**src/uax_pkg.sv**
```systemverilog
/*
 * Package for the serial-port auxiliary modes block: bit positions,
 * word-length codes, reset values and infrared timing constants.
 * Assumes one 100 MHz system clock.
 */
package uax_pkg;
    // Field positions in the channel control registers
    localparam int EFR_SPECIAL_BIT = 5;
    localparam int ISR_SPECIAL_BIT = 4;
    localparam int IER_SLEEP_BIT = 4;
    localparam int MCR_IR_BIT = 6;
    localparam int MCR_LOOP_BIT = 4;
    localparam int MCR_IRINV_BIT = 2;
    localparam int MCR_OUT1_BIT = 2;
    localparam int MCR_OUT2_BIT = 3;
    localparam int MCR_RTS_BIT = 1;
    localparam int MCR_DTR_BIT = 0;
    // Word length codes
    localparam logic [1:0] WLEN_5 = 2'h0;
    localparam logic [1:0] WLEN_6 = 2'h1;
    localparam logic [1:0] WLEN_7 = 2'h2;
    localparam logic [1:0] WLEN_8 = 2'h3;
    // Infrared pulse is 3/16 of a bit period, counted in 16x ticks
    localparam logic [3:0] IR_PULSE_TICKS = 4'h3;
    localparam logic [3:0] IR_TICKS_PER_BIT = 4'hf;
    // Reset values
    localparam logic [7:0] CHAR_RESET = 8'h00;
    localparam logic [3:0] MODEM_RESET = 4'h0;
    localparam int FIFO_DEPTH = 4;
    typedef enum logic [1:0] {
        PWR_RUN,
        PWR_ENTER,
        PWR_SLEEP
    } uax_pwr_t;
endpackage

```
**src/uax_aux.sv**
```systemverilog
/*
 * Auxiliary modes of one channel of a serial channel pair: special character detect,
 * infrared encode/decode, loopback routing, sleep with auto wake-up,
 * plus a small FIFO in front of the receive data path.
 * Assumes the core datapath supplies a 16x baud tick and bit streams,
 * and that all inputs are synchronous to sys_clk_i.
 */
// Summary of operation
// - With special detect on, compare each received char; still store it
// - A match sets the special-character status flag
// - Compare only the low 5, 6, 7 or 8 bits per word length
// - Register bit 0 lines up with the received character LSB
// - Infrared encoder sends a 3/16-bit high pulse per zero bit
// - Infrared encoder and decoder enabled by modem control bit 6
// - In infrared mode the transmit pin rests low when idle
// - In infrared mode the receive input idles low from reset
// - Decoder gives a low recovered bit for each sensed light pulse
// - Modem control bit 2 inverts the infrared receive polarity
// - Sleep only if no interrupts, both enabled, no modem change, rx high
// - Sleep stops the oscillator so its output pin shows no clock
// - Wake on rx start edge, transmit write, or modem input change
// - After waking, re-enter sleep once all interrupts are cleared
// - Host reads modem status after modem wake; the read clears changes
// - Keep cycling into sleep until sleep enable bit is cleared
// - Loopback enabled by modem control bit 4; other functions normal
// - Loopback feeds transmit shifter output to receive shifter input
// - Loopback holds tx, rts, dtr pins and ignores modem inputs
// - Automatic hardware flow control is off during loopback
`timescale 1ns/1ps

module uax_fifo #(
    parameter int WIDTH = 8,
    parameter int DEPTH = 4
) (
    input wire logic sys_clk_i,
    input wire logic rst_i,
    // Fill side
    input wire logic [WIDTH-1:0] in_data_i,
    input wire logic in_valid_i,
    output logic in_ready_o,
    // Drain side
    output logic [WIDTH-1:0] out_data_o,
    output logic out_valid_o,
    input wire logic out_ready_i
);
    localparam int AW = $clog2(DEPTH);
    logic [WIDTH-1:0] mem [DEPTH];
    logic [AW-1:0] wr_q;
    logic [AW-1:0] rd_q;
    logic [AW:0] cnt_q;
    logic push;
    logic pop;

    assign in_ready_o = (cnt_q != DEPTH[AW:0]);
    assign out_valid_o = (cnt_q != '0);
    assign out_data_o = mem[rd_q];
    assign push = in_valid_i && in_ready_o;
    assign pop = out_valid_o && out_ready_i;

    always_ff @(posedge sys_clk_i)
    begin
        if (push)
        begin
            mem[wr_q] <= in_data_i;
        end
    end

    always_ff @(posedge sys_clk_i or posedge rst_i)
    begin
        if (rst_i)
        begin
            wr_q <= '0;
            rd_q <= '0;
            cnt_q <= '0;
        end
        else
        begin
            if (push)
            begin
                wr_q <= (wr_q == AW'(DEPTH - 1)) ? '0 : wr_q + 1'b1;
            end
            if (pop)
            begin
                rd_q <= (rd_q == AW'(DEPTH - 1)) ? '0 : rd_q + 1'b1;
            end
            cnt_q <= cnt_q + {{AW{1'b0}}, push} - {{AW{1'b0}}, pop};
        end
    end
endmodule // uax_fifo

module uax_aux
    import uax_pkg::*;
#(
    parameter int CHAR_W = 8,
    parameter int FIFO_D = FIFO_DEPTH
) (
    input wire logic sys_clk_i,
    input wire logic rst_i,
    // Channel configuration (this channel)
    input wire logic [7:0] enhanced_feature_reg_i,
    input wire logic [7:0] line_control_reg_i,
    input wire logic [7:0] modem_control_reg_i,
    input wire logic [7:0] interrupt_enable_reg_i,
    input wire logic [7:0] second_pause_char_i,
    // Other channel sleep inputs
    input wire logic other_sleep_en_i,
    input wire logic other_int_pending_i,
    input wire logic other_rx_idle_i,
    input wire logic other_wake_i,
    // Core datapath
    input wire logic baud16_tick_i,
    input wire logic core_tx_bit_i,
    input wire logic core_tx_busy_i,
    input wire logic [CHAR_W-1:0] rx_char_i,
    input wire logic rx_char_valid_i,
    input wire logic int_pending_i,
    input wire logic thr_write_i,
    input wire logic msr_read_i,
    input wire logic special_clear_i,
    input wire logic auto_rtscts_req_i,
    output logic rx_bit_o,
    output logic [CHAR_W-1:0] fifo_data_o,
    output logic fifo_valid_o,
    input wire logic fifo_ready_i,
    output logic rx_char_ready_o,
    output logic special_flag_o,
    output logic [3:0] modem_status_reg_o,
    output logic auto_rtscts_en_o,
    output logic sleep_o,
    // Pins
    input wire logic rx_pin_i,
    input wire logic [3:0] modem_in_i,
    output logic tx_pin_o,
    output logic rts_pin_o,
    output logic dtr_pin_o,
    output logic osc_enable_o
);
    logic ir_en;
    logic loop_en;
    logic [CHAR_W-1:0] cmp_mask;
    logic match;
    logic [3:0] tx_tick_q;
    logic tx_pulse_q;
    logic [3:0] modem_src;
    logic [3:0] modem_prev_q;
    logic [3:0] delta_q;
    logic rx_src;
    logic rx_prev_q;
    logic wake;
    logic may_sleep;
    uax_pwr_t pwr_q;
    logic [CHAR_W-1:0] fifo_dout;
    logic fifo_vout;
    logic fifo_rdy;

    assign ir_en = modem_control_reg_i[MCR_IR_BIT];
    assign loop_en = modem_control_reg_i[MCR_LOOP_BIT];

    // Compare mask from word length; bit 0 is the character LSB
    always_comb
    begin
        case (line_control_reg_i[1:0])
            WLEN_5: cmp_mask = CHAR_W'(8'h1f);
            WLEN_6: cmp_mask = CHAR_W'(8'h3f);
            WLEN_7: cmp_mask = CHAR_W'(8'h7f);
            default: cmp_mask = CHAR_W'(8'hff);
        endcase
    end
    assign match = ((rx_char_i & cmp_mask) == (second_pause_char_i[CHAR_W-1:0] & cmp_mask));

    // Every received char goes to the FIFO while it has room, matched or not
    uax_fifo #(
        .WIDTH(CHAR_W),
        .DEPTH(FIFO_D)
    ) u_fifo (
        .sys_clk_i(sys_clk_i),
        .rst_i(rst_i),
        .in_data_i(rx_char_i),
        .in_valid_i(rx_char_valid_i),
        .in_ready_o(fifo_rdy),
        .out_data_o(fifo_dout),
        .out_valid_o(fifo_vout),
        .out_ready_i(fifo_ready_i)
    );
    assign fifo_data_o = fifo_dout;
    assign fifo_valid_o = fifo_vout;
    assign rx_char_ready_o = fifo_rdy;

    // Special flag: set wins over a simultaneous clear
    always_ff @(posedge sys_clk_i or posedge rst_i)
    begin
        if (rst_i)
        begin
            special_flag_o <= 1'b0;
        end
        else if (rx_char_valid_i && fifo_rdy && enhanced_feature_reg_i[EFR_SPECIAL_BIT] && match)
        begin
            special_flag_o <= 1'b1;
        end
        else if (special_clear_i)
        begin
            special_flag_o <= 1'b0;
        end
    end

    // Infrared encoder: 3 of 16 ticks high at the start of each zero bit
    always_ff @(posedge sys_clk_i or posedge rst_i)
    begin
        if (rst_i)
        begin
            tx_tick_q <= 4'h0;
            tx_pulse_q <= 1'b0;
        end
        else if (!core_tx_busy_i)
        begin
            tx_tick_q <= 4'h0;
            tx_pulse_q <= 1'b0;
        end
        else if (baud16_tick_i)
        begin
            tx_tick_q <= (tx_tick_q == IR_TICKS_PER_BIT) ? 4'h0 : tx_tick_q + 4'h1;
            tx_pulse_q <= !core_tx_bit_i && (tx_tick_q < IR_PULSE_TICKS);
        end
    end

    // Receive source: pin, decoded infrared, or looped transmit bit
    always_comb
    begin
        if (loop_en)
        begin
            rx_src = core_tx_bit_i;
        end
        else if (ir_en)
        begin
            // Light pulse gives a low; dark gives a high; optional inversion
            rx_src = !(rx_pin_i ^ modem_control_reg_i[MCR_IRINV_BIT]);
        end
        else
        begin
            rx_src = rx_pin_i;
        end
    end

    // Modem status source; looped outputs replace the pins
    assign modem_src = loop_en ? {modem_control_reg_i[MCR_OUT2_BIT],
                                  modem_control_reg_i[MCR_OUT1_BIT],
                                  modem_control_reg_i[MCR_DTR_BIT],
                                  modem_control_reg_i[MCR_RTS_BIT]}
                               : modem_in_i;

    // Change indications; the status read clears, a new change wins
    always_ff @(posedge sys_clk_i or posedge rst_i)
    begin
        if (rst_i)
        begin
            modem_prev_q <= MODEM_RESET;
            delta_q <= MODEM_RESET;
            rx_prev_q <= 1'b1;
        end
        else
        begin
            modem_prev_q <= modem_src;
            rx_prev_q <= rx_src;
            delta_q <= (msr_read_i ? 4'h0 : delta_q) | (modem_prev_q ^ modem_src);
        end
    end

    // Pin outputs, all registered
    always_ff @(posedge sys_clk_i or posedge rst_i)
    begin
        if (rst_i)
        begin
            tx_pin_o <= 1'b1;
            rts_pin_o <= 1'b1;
            dtr_pin_o <= 1'b1;
            rx_bit_o <= 1'b1;
            modem_status_reg_o <= MODEM_RESET;
            auto_rtscts_en_o <= 1'b0;
        end
        else
        begin
            // Loopback parks pins inactive
            if (loop_en)
            begin
                tx_pin_o <= 1'b1;
                rts_pin_o <= 1'b1;
                dtr_pin_o <= 1'b1;
            end
            else
            begin
                tx_pin_o <= ir_en ? tx_pulse_q : core_tx_bit_i;
                rts_pin_o <= !modem_control_reg_i[MCR_RTS_BIT];
                dtr_pin_o <= !modem_control_reg_i[MCR_DTR_BIT];
            end
            rx_bit_o <= rx_src;
            modem_status_reg_o <= delta_q;
            auto_rtscts_en_o <= auto_rtscts_req_i && !loop_en;
        end
    end

    // Sleep control; a new wake source blocks entry
    assign wake = (rx_prev_q && !rx_src) || thr_write_i || (|(modem_prev_q ^ modem_src))
                  || other_wake_i;
    assign may_sleep = !int_pending_i && !other_int_pending_i
                       && interrupt_enable_reg_i[IER_SLEEP_BIT] && other_sleep_en_i
                       && (delta_q == 4'h0) && rx_src && other_rx_idle_i
                       && !core_tx_busy_i;

    always_ff @(posedge sys_clk_i or posedge rst_i)
    begin
        if (rst_i)
        begin
            pwr_q <= PWR_RUN;
        end
        else
        begin
            case (pwr_q)
                PWR_RUN:
                begin
                    if (may_sleep && !wake)
                    begin
                        pwr_q <= PWR_ENTER;
                    end
                end
                PWR_ENTER:
                begin
                    pwr_q <= (may_sleep && !wake) ? PWR_SLEEP : PWR_RUN;
                end
                PWR_SLEEP:
                begin
                    if (wake || !may_sleep)
                    begin
                        pwr_q <= PWR_RUN;
                    end
                end
                default:
                begin
                    pwr_q <= PWR_RUN;
                end
            endcase
        end
    end

    // Oscillator gate; real clock stop is outside this logic
    always_ff @(posedge sys_clk_i or posedge rst_i)
    begin
        if (rst_i)
        begin
            sleep_o <= 1'b0;
            osc_enable_o <= 1'b1;
        end
        else
        begin
            sleep_o <= (pwr_q == PWR_SLEEP) && !wake;
            osc_enable_o <= !((pwr_q == PWR_SLEEP) && !wake);
        end
    end
endmodule // uax_aux

```
**config.mk**
```make
export PLATFORM = sky130hd
export DESIGN_NAME = uax_aux
export DESIGN_NICKNAME = d
export VERILOG_FILES = /design/src/uax_pkg.sv /design/src/uax_aux.sv
export SDC_FILE = /design/constraint.sdc
export NUM_CORES = 1
export LEC_CHECK = 0
export ABC_AREA = 1
export BUFFER_PORTS_ARGS = -buffer_cell sky130_fd_sc_hd__clkbuf_2
export CORE_ASPECT_RATIO = 0.5
export CORE_MARGIN = 3
export CORE_UTILIZATION = 52
export DETAILED_ROUTE_END_ITERATION = 7
export HOLD_SLACK_MARGIN = 0.08
export PLACE_DENSITY = 0.87
export SKIP_LAST_GASP = 1
export SYNTH_ARGS = -nofsm -noshare
export SYNTH_HDL_FRONTEND = slang
export SYNTH_HIERARCHICAL = 1
export SYNTH_SLANG_ARGS = --single-unit
```
**constraint.sdc**
```tcl
create_clock -name sys_clk_i -period 2.4 [get_ports sys_clk_i]
set_input_delay 0.48 -clock sys_clk_i [delete_from_list [all_inputs] [get_ports sys_clk_i]]
set_output_delay 0.48 -clock sys_clk_i [all_outputs]
set_load 0.005 [all_outputs]
```
==> results.md, run 1 <==
- Setup Total Neg Slack: 0 ns
- Register-to-Register Path Depth: 11
- Number of buffers inserted during clock tree synthesis: 9
- Gate count after technology mapping: ~310
- Sequential cell area fraction in the yosys report: 0.5833
- Switching power share of the total: 0.3191
- FMAX: 0.4883 GHz
- Fraction of registers with async set/reset: 0.5152
- Kind of start point of the critical path: flip-flop
- Biggest area contributors in the synthesized netlist: sky130_fd_sc_hd__edfxtp_1 (31%), sky130_fd_sc_hd__dfrtp_1 (23%), sky130_fd_sc_hd__nand2_1 (8.7%)
- Setup repair after global routing missed its margin: no
- Number of distinct library cells after synthesis: 30
- Average wire per cell in the routed design: 13.48 um
- Setup Slack @ Placement: 0.4118 ns
- Clock power frac: 0.305
- Combinational share of power: 0.275
- Max-cap viol count: 0
- Die outline height: 60.75 um
- Worst-case clock skew: 0.004066 ns
- Initial antenna violation count: 0
- Worst hold path cell count: 2
- Number of iterations in the first detailed-routing pass: 4
- Internal Power: 2499 uW
- Buffers on Ports: 68
- Largest area contributor in the synthesized netlist: sky130_fd_sc_hd__edfxtp_1
- Buffers & Inverters on Critical Path: 2
- CTS root buf: sky130_fd_sc_hd__clkbuf_16
- CP delay by family, top: flip-flops
- First-pass GRT wire length: about 9900 um
- Effective utilization at floorplan: 0.5532
- Worst min-delay path category: in2reg
- Remaining antenna violation count after routing: 0
- Fraction of layout instances using a drive strength above 1: 0.3043
- Die Wd: roughly 120 um
- I/O Pins: 91
- Category of the worst setup path capture point: output port
- Number of H-tree levels: 3
- Area overhead of the layout relative to synthesis: 21.64%
- Critical Path AT: 1.57 ns
- Share of total power in sequential cells: 0.420
- Worst path setup slack after routing: 0.3519 ns
- Endpoint of the worst hold-timing path: rts_pin_o
- Routed via count: between 2000 and 2500
- Largest net degree at the start of global routing: 33
- Detailed-route DRC error count: 0
- Yosys top cell area share: 0.3083
- Ys flop type: sky130_fd_sc_hd__edfxtp_1
- Core outline area: roughly 0.0056 sq mm
- Num rows: 19
- Crit path kind: reg2out
- Internal reg-to-reg setup slack: 0.41 ns
- Leakage dissipation: 0.001867 uW
- Origin of the critical flop-to-flop path: u_fifo/cnt_q[1]
- CTS tree: yes
- Total count of hold-check failures in the final report: 0
- Fin crit share: 0.8534
- Average via count per standard cell: 4.955
- Average cell area after synthesis: 10.19 sq um
- Worst rel slew slack: 0.7130
- Antenna cell count: 0
- Number of enable flip-flop cells after synthesis: 32
- Net count after synthesis: roughly 380
- Total grt overflow: 0
- Final setup fails: 0
- Clock sinks: 66
- Number of global-route vias before repair: about 2200
- Warning count from the yosys run: 6
- Transition time at the pin with the least slew margin: ~0.43 ns
- Worst Path Required: ~1.9 ns
- Total of flip-flops plus latches after synthesis: 66
- Overall routed net length: between 6000 and 7000 um
- Delay of the slowest cell on the worst path: 0.60 ns
- HPWL after DPL: 4716 um
- Clock slew at the register clock pins of the worst setup and hold paths: 0.05 ns
- Cell breakdown of the critical path: inv_1 > o211ai_1 > nand2_1 > clkbuf_2
- Status: completed
- Critical path's slowest cell: sky130_fd_sc_hd__dfrtp_1
- Syn Std Cell Area: approximately 0.0031 sq mm
- Nets: 464
- First DRT Iteration DRCs: 96
- PD cells: roughly 970 mW/mm^2
- Max IR drop VDD: 0.5241 mV
- Floorplan die area: 0.007015 sq mm
- GRT Total Usage: 0.1931
- CTS max path bufs: 2
- Leading cell types by count after synthesis: sky130_fd_sc_hd__nand2_1 (72), sky130_fd_sc_hd__inv_1 (53), sky130_fd_sc_hd__edfxtp_1 (32)
- Overall power of the completed layout: 3670 uW
- Routability cong.: ~0.79
- Maximum net fanout on the critical path: 11
- Post-layout minimum cycle time: a little over 2 ns
- CTS resizes: 0
- Final-report max-slew violation count: 0
- Most frequently used cell type in the post-synthesis netlist: sky130_fd_sc_hd__nand2_1
- Destination of the worst register-to-register timing path: u_fifo/cnt_q[2]
- Start point of the worst min-delay path: modem_control_reg_i[1]
- Switching power total: 1171 uW
- Latest clock arrival within the worst-skew pair: 0.33 ns
layer usage:
layer / up-vias / global-route usage / part of all wire
met5: - / 0 / 0
met4: 0 / 0.08696 / 0.020
met3: 11 / 0.07869 / 0.055
met2: 59 / 0.3413 / 0.51
met1: 1080 / 0.2107 / 0.41
li1: 1149 / - / -
metrics by stage:
stage	hold WS, ns	util	std cells	area (sq um)
floorplan	0.2834	-	306	3117
global placement	0.3623	0.6258	447	3526
detailed placement	0.3640	0.6258	447	3526
CTS	0.2857	0.6729	464	3791
global route	0.2963	0.6729	464	3791
finish	0.2985	0.6729	464	3791
kinds of logic (layout without fill, tap and decap cells):
group	Yosys count	in the layout	synth area share
buffers and inverters	61	146	0.09032
adder cells (fa/ha/maj)	9	9	0.03854
AO/OA/AOI/OAI	31	31	0.06624
XOR/XNOR	5	5	0.01405
AND/OR/NAND/NOR	134	134	0.2075
flip-flops	66	66	0.5833
state kept, by name, indices dropped and copies added (netlist names):
register / cells
modem_prev_q: 4
special_flag_o: 1
pwr_q: 2
u_fifo/wr_q: 2
rx_bit_o: 1
rts_pin_o: 1
u_fifo/cnt_q: 3
sleep_o: 1
u_fifo/mem: 32
u_fifo/rd_q: 2
modem_status_reg_o: 4
tx_tick_q: 4
auto_rtscts_en_o: 1
tx_pulse_q: 1
tx_pin_o: 1
osc_enable_o: 1
dtr_pin_o: 1
delta_q: 4
cells in the final DEF, fill, tap and decap left out, drive strengths merged, types with 5 or more instances in the layout:
cell	n
o21ai	8
dfstp	5
inv	55
ha	8
nor2	15
dfrtp	29
or2	6
clkbuf	80
o211ai	17
buf	6
nand3	16
edfxtp	32
nand2	87
area by class of cell:
class                      instances  area (sq um)
fill                             443          1843
sequential                        66          1818
multi-input combinational        179          1017
timing repair buffer              75         395.4
clock buffer                      12         236.5
inverter                          55         214.0
tap                               73         91.34
clock inverter                     4         18.77
power groups by stage:
stage / clock network [uW] / registers (uW) / logic [uW]
2_1_floorplan: 0 / 1510 / 725
4_1_cts: 1150 / 1540 / 1020
3_3_place_gp: 0 / 1540 / 930
6_report: 1120 / 1540 / 1010
3_5_place_dp: 0 / 1560 / 1020
5_1_grt: 1200 / 1560 / 1130
what timing repair did:
item / in CTS / in global routing
buffers inserted: 0 / 0
endpoints found under the hold margin: 7 / 0
hold buffers: 1 / 0
how the worst max path moves through the flow:
stage | startpoint | to | cells past startpoint
3_5_place_dp | u_fifo/cnt_q[1] | u_fifo/cnt_q[2] | 11
3_3_place_gp | u_fifo/cnt_q[1] | u_fifo/cnt_q[2] | 11
6_report | u_fifo/rd_q[1] | fifo_data_o[1] | 4
4_1_cts | u_fifo/rd_q[1] | fifo_data_o[1] | 4
2_1_floorplan | u_fifo/cnt_q[1] | u_fifo/cnt_q[2] | 11
5_1_grt | u_fifo/rd_q[1] | fifo_data_o[1] | 4
Note: power is estimated with default switching activity, not from simulation.
==> inputs of run 2 (changes only) <==
- REMOVE_ABC_BUFFERS: default -> 1
==> results.md, run 2 (same netlist as run 1, synthesis figures left out) <==
- FMAX: 0.4837 GHz
- Max-cap viol count: 0
- Fraction of layout instances using a drive strength above 1: 0.3018
- Maximum net fanout on the critical path: 11
- Overall routed net length: roughly 6200 um
- GRT Total Usage: 0.1911
- Post-DP Area: between 0.003 and 0.004 sq mm
- First-pass GRT wire length: between 9000 and 10000 um
- First DRT Iteration DRCs: 101
- Floorplan die area: around 0.0070 sq mm
- Setup Fix Bufs, Post-CTS: 0
- Worst Path Required: 1.92 ns
- Total count of hold-check failures in the final report: 0
- Setup Total Neg Slack: 0 ns
- Final-report max-slew violation count: 0
- Clock sinks: 66
- Max FFs per register: 32
- Detailed-route DRC error count: 0
- Number of iterations in the first detailed-routing pass: 4
- Worst min-delay path category: in2reg
- Num rows: 19
- Largest net degree at the start of global routing: 33
- Post-layout minimum cycle time: between 2 and 2.5 ns
- Die Wd: about 120 um
- Average via count per standard cell: 4.968
- Core outline area: 0.005634 sq mm
- Worst-case clock skew: ~0.0064 ns
- Internal reg-to-reg setup slack: approximately 0.4 ns
- Antenna cell count: 0
- Initial antenna violation count: 0
- Status: completed
- Average wire per cell in the routed design: around 13 um
- HPWL after DPL: 4626 um
- Fin crit share: 0.8613
- Worst rel slew slack: 0.7112
- Routed via count: about 2300
- PD cells: 980.1 mW/mm^2
- Nets: 464
- Number of global-route vias before repair: 2283
- Buffers & Inverters on Critical Path: 2
- Routability cong.: 0.7865
- Critical Path AT: 1.59 ns
- CTS tree: yes
- Clock slew at the register clock pins of the worst setup and hold paths: 0.05 ns
- CTS root buf: sky130_fd_sc_hd__clkbuf_16
- Critical path's slowest cell: sky130_fd_sc_hd__dfrtp_1
- Setup repair after global routing missed its margin: no
- Leading cell types in the layout, fill and taps excluded: sky130_fd_sc_hd__nand2_1 (72), sky130_fd_sc_hd__clkbuf_2 (68), sky130_fd_sc_hd__inv_1 (53)
- I/O Pins: 91
- Number of H-tree levels: 3
- Layout Cell Area excl Fill: 0.003815 sq mm
- Number of buffers inserted during clock tree synthesis: 9
- Buffers on Ports: 68
- Kind of start point of the critical path: flip-flop
- Top register by number of flip-flops: u_fifo/mem
- CTS max path bufs: 2
- Area overhead of the layout relative to synthesis: 22.40%
- Crit path kind: reg2out
- Category of the worst setup path capture point: output port
- Max IR drop VDD: 0.4461 mV
- Remaining antenna violation count after routing: 0
- Effective utilization at floorplan: 0.5532
- Transition time at the pin with the least slew margin: about 0.43 ns
- Die outline height: 60.75 um
- Latest clock arrival within the worst-skew pair: 0.32 ns
- Delay of the slowest cell on the worst path: 0.60 ns
- CP delay by family, top: flip-flops
- Overall power of the completed layout: between 3000 and 4000 uW
- Worst hold slack after final layout: a little under 0.3 ns
- Final setup fails: 0
- Cell breakdown of the critical path: inv_1 > o211ai_1 > nand2_1 > clkbuf_2
- Total grt overflow: 0
- Post-layout utilization of the core: 0.6771
- Leading cell type in the layout, fill and taps excluded: sky130_fd_sc_hd__nand2_1
- Leakage dissipation: roughly 0.0019 uW
-- run 2: area by class of cell --
type,count,area [sq um]
clock buffers,12,236.5
clock inverters,4,42.54
fillers,436,1819
inverters,55,214.0
multi-input cells,179,1017
flip-flops and latches,66,1818
well taps,73,91.34
repair buffers,75,395.4
-- run 2: metal layers --
metal | wire length (um) | up-vias | track usage
met1 | 2475 | 1094 | 0.1963
met2 | 3389 | 57 | 0.3536
li1 | - | 1148 | -
met4 | 70 | 0 | 0.06355
met3 | 293 | 6 | 0.09064
met5 | 0 | - | 0
-- run 2: where the power goes --
part           total (uW)  switching, uW  leakage, uW  internal, uW
Combinational         987            583      0.00104           404
Clock                1210            420     0.000136           794
Sequential           1540            135     0.000699          1400
Total                3740           1140      0.00187          2600
-- run 2: path summary, 6_finish.rpt --
kind	cells past startpoint	start	end
setup / recovery	4	u_fifo/rd_q[1]	fifo_data_o[4]
hold / removal	2	modem_control_reg_i[1]	rts_pin_o
setup reg to reg	11	u_fifo/cnt_q[1]	u_fifo/cnt_q[2]
hold reg to reg	0	delta_q[1]	modem_status_reg_o[1]
max in group asynchronous	4	rst_i	tx_pin_o
min in group asynchronous	3	rst_i	u_fifo/wr_q[1]
-- run 2: repair_timing --
action	in CTS	in global routing
endpoints found under the hold margin	7	0
hold buffers	1	0
resized for setup	0	0
-- run 2: through the flow --
stage	cells	setup slack, ns
after floorplan	300	0.5525
after global placement	447	0.5052
after detailed placement	447	0.4248
after CTS	464	0.3152
after global routing	464	0.2256
final	464	0.3328
==> inputs of run 3 (changes only) <==
- CELL_PAD_IN_SITES_DETAIL_PLACEMENT: default -> 0
- CELL_PAD_IN_SITES_GLOBAL_PLACEMENT: default -> 1
- CORE_UTILIZATION: 52 -> 38
- GPL_TIMING_DRIVEN: default -> 0
- PLACE_DENSITY: 0.87 -> 0.85
- SYNTH_HIERARCHICAL: 1 -> default
==> results.md, run 3 <==
- Setup Total Neg Slack: 0 ns
- I/O Pins: 91
- Final-report max-slew violation count: 0
- Leading cell types in the layout, fill and taps excluded: sky130_fd_sc_hd__clkbuf_2 (68), sky130_fd_sc_hd__nand2_1 (47), sky130_fd_sc_hd__inv_1 (35)
- Buffers & Inverters on Critical Path: 3
- Gate count after technology mapping: 285
- Fraction of layout instances using a drive strength above 1: 0.2951
- Initial antenna violation count: 0
- Max IR drop VDD: 0.4446 mV
- Effective utilization at floorplan: 0.3968
- Num rows: 22
- Ys flop type: sky130_fd_sc_hd__edfxtp_1
- Number of H-tree levels: 3
- Top register by number of flip-flops: u_fifo.mem
- Largest net degree at the start of global routing: 35
- Leading cell types by count after synthesis: sky130_fd_sc_hd__nand2_1 (47), sky130_fd_sc_hd__inv_1 (37), sky130_fd_sc_hd__edfxtp_1 (32)
- Transition time at the pin with the least slew margin: 0.8208 ns
- Fin crit share: 0.9018
- Most frequently used cell type in the post-synthesis netlist: sky130_fd_sc_hd__nand2_1
- Number of global-route vias before repair: 2038
- Critical Path AT: between 1.5 and 2 ns
- Status: completed
- Max FFs per register: 32
- Warning count from the yosys run: 0
- Routed via count: 2158
- Kind of start point of the critical path: flip-flop
- Routability cong.: 0.7472
- Total grt overflow: 0
- Antenna cell count: 0
- Fraction of registers with async set/reset: 0.5152
- Post-DP Area: 0.003385 sq mm
- HPWL after DPL: 4271 um
- First-pass GRT wire length: 9218 um
- Worst rel slew slack: 0.4508
- Die Wd: 130.6 um
- Average via count per standard cell: 4.671
- CP delay by family, top: flip-flops
- First DRT Iteration DRCs: slightly below 100
- CTS tree: yes
- CTS root buf: sky130_fd_sc_hd__clkbuf_16
- Largest area contributor in the synthesized netlist: sky130_fd_sc_hd__edfxtp_1
- Max-cap viol count: 0
- Yosys top cell area share: 0.3258
- Syn Std Cell Area: 0.002949 sq mm
- Filler cells: about 670
- Cell breakdown of the critical path: clkinvlp_4 > buf_4 > o21ai_0 > o22ai_1 > clkbuf_2
- Clock slew at the register clock pins of the worst setup and hold paths: 0.05 ns
- Worst min-delay path category: in2async
- Total count of hold-check failures in the final report: 0
- Nets: between 400 and 500
- Leading cell type in the layout, fill and taps excluded: sky130_fd_sc_hd__clkbuf_2
- Biggest area contributors in the synthesized netlist: sky130_fd_sc_hd__edfxtp_1 (33%), sky130_fd_sc_hd__dfrtp_1 (25%), sky130_fd_sc_hd__nand2_1 (6.0%)
- Detailed-route DRC error count: 0
- Leakage dissipation: roughly 0.0017 uW
- Final setup fails: 0
- Number of iterations in the first detailed-routing pass: 4
- CTS max path bufs: 2
- Number of enable flip-flop cells after synthesis: 32
- Overall routed net length: slightly below 6000 um
- Core outline area: 0.007432 sq mm
- Die outline height: 68.30 um
- Buffers on Ports: 68
- Latest clock arrival within the worst-skew pair: 0.33 ns
- Layout Cell Area excl Fill: around 0.0037 sq mm
- Setup repair after global routing missed its margin: no
- Number of distinct library cells after synthesis: 30
- Count of hold-fix buffers inserted at cts: 0
- Floorplan die area: ~0.0089 sq mm
- Area overhead of the layout relative to synthesis: 25.24%
- PD cells: 1012 mW/mm^2
- Delay of the slowest cell on the worst path: around 0.56 ns
- Worst Path Required: approximately 1.9 ns
- Maximum net fanout on the critical path: 19
- Area taken by flip-flops and latches: 0.001819 sq mm
- Worst path setup slack after routing: 0.2358 ns
- Worst-case clock skew: between 0.006 and 0.007 ns
- Category of the worst setup path capture point: output port
- Crit path kind: reg2out
- Critical path's slowest cell: sky130_fd_sc_hd__dfrtp_2
- Setup Slack @ Placement: 0.2516 ns
- Number of buffers inserted during clock tree synthesis: 9
- Remaining antenna violation count after routing: 0
- Multi-input combinational cell area: approximately 950 sq um
- Total of flip-flops plus latches after synthesis: 66
- Average wire per cell in the routed design: 12.86 um
- Average cell area after synthesis: 10.35 sq um
- Sequential cell area fraction in the yosys report: 0.6165
- Post-layout minimum cycle time: 2.164 ns
- GRT Total Usage: 0.1404
- Clock sinks: 66
- FMAX: 0.4621 GHz
[run 3: cell count changes in the layout (fill, tap and decap cells not counted), moves of 6 or more]
cell / before / now
sky130_fd_sc_hd__nand2_1: 72 / 47
sky130_fd_sc_hd__inv_1: 53 / 35
sky130_fd_sc_hd__o21ai_0: 8 / 26
sky130_fd_sc_hd__nor2_1: 14 / 31
sky130_fd_sc_hd__o211ai_1: 17 / 2
sky130_fd_sc_hd__o22ai_1: 2 / 10
sky130_fd_sc_hd__nand3_1: 13 / 19
[run 3: worst paths after layout]
| kind | startpoint | endpoint | slack [ns] | depth (start not counted) |
|---|---|---|---|---|
| max | u_fifo.rd_q[0] | fifo_data_o[5] | 0.24 | 5 |
| min reg2reg | delta_q[1] | modem_status_reg_o[1] | 0.41 | 0 |
| max in group asynchronous | rst_i | u_fifo.rd_q[0] | 1.66 | 2 |
| max reg2reg | u_fifo.cnt_q[1] | u_fifo.cnt_q[2] | 0.39 | 7 |
| min | rst_i | u_fifo.wr_q[1] | 0.24 | 2 |
| min in group sys_clk_i | modem_control_reg_i[1] | rts_pin_o | 0.29 | 2 |
[run 3: per-stage QoR]
stage	power, uW	utilization	cells	hold slack [ns]
6_report	3739	0.4970	462	0.2427
3_5_place_dp	2469	0.4554	445	0.3994
3_3_place_gp	2406	0.4554	445	0.3917
4_1_cts	3761	0.4955	461	0.2811
2_1_floorplan	2089	-	281	0.3750
5_1_grt	3991	0.4970	462	0.2928
[run 3: final cells by class]
| class | count | share of cell area |
|---|---|---|
| inverters | 39 | 0.04268 |
| multi-input cells | 176 | 0.2578 |
| clock inverters | 5 | 0.01457 |
| repair buffers | 69 | 0.09417 |
| clock buffers | 11 | 0.06572 |
| flip-flops and latches | 66 | 0.4925 |
| well taps | 96 | 0.03252 |
[run 3: power breakdown]
group | leakage (uW) | switching (uW) | internal (uW)
registers | 0.000698 | 149 | 1420
logic | 0.000886 | 532 | 359
clock network | 0.000149 | 454 | 827
[run 3: cell families (layout without fill, tap and decap cells)]
family,after synthesis,in the layout,share of synthesized area
AO/OA/AOI/OAI,44,44,0.08273
AND/OR/NAND/NOR,117,117,0.1816
flip-flops,66,66,0.6165
buffers and inverters,43,124,0.06067
adder cells (fa/ha/maj),9,9,0.04073
XOR/XNOR,6,6,0.01782
[run 3: repair_timing]
item	in CTS	in global routing
endpoints found under the setup margin	4	1
resized for setup	1	1
setup buffers	0	1
[run 3: per-layer routing]
| metal | global-route usage | vias up | share of wire |
|---|---|---|---|
| met4 | 0.05769 | 0 | 0.011 |
| li1 | - | 1097 | - |
| met3 | 0.05846 | 6 | 0.055 |
| met1 | 0.1609 | 1005 | 0.44 |
| met5 | 0 | - | 0 |
| met2 | 0.2367 | 50 | 0.49 |
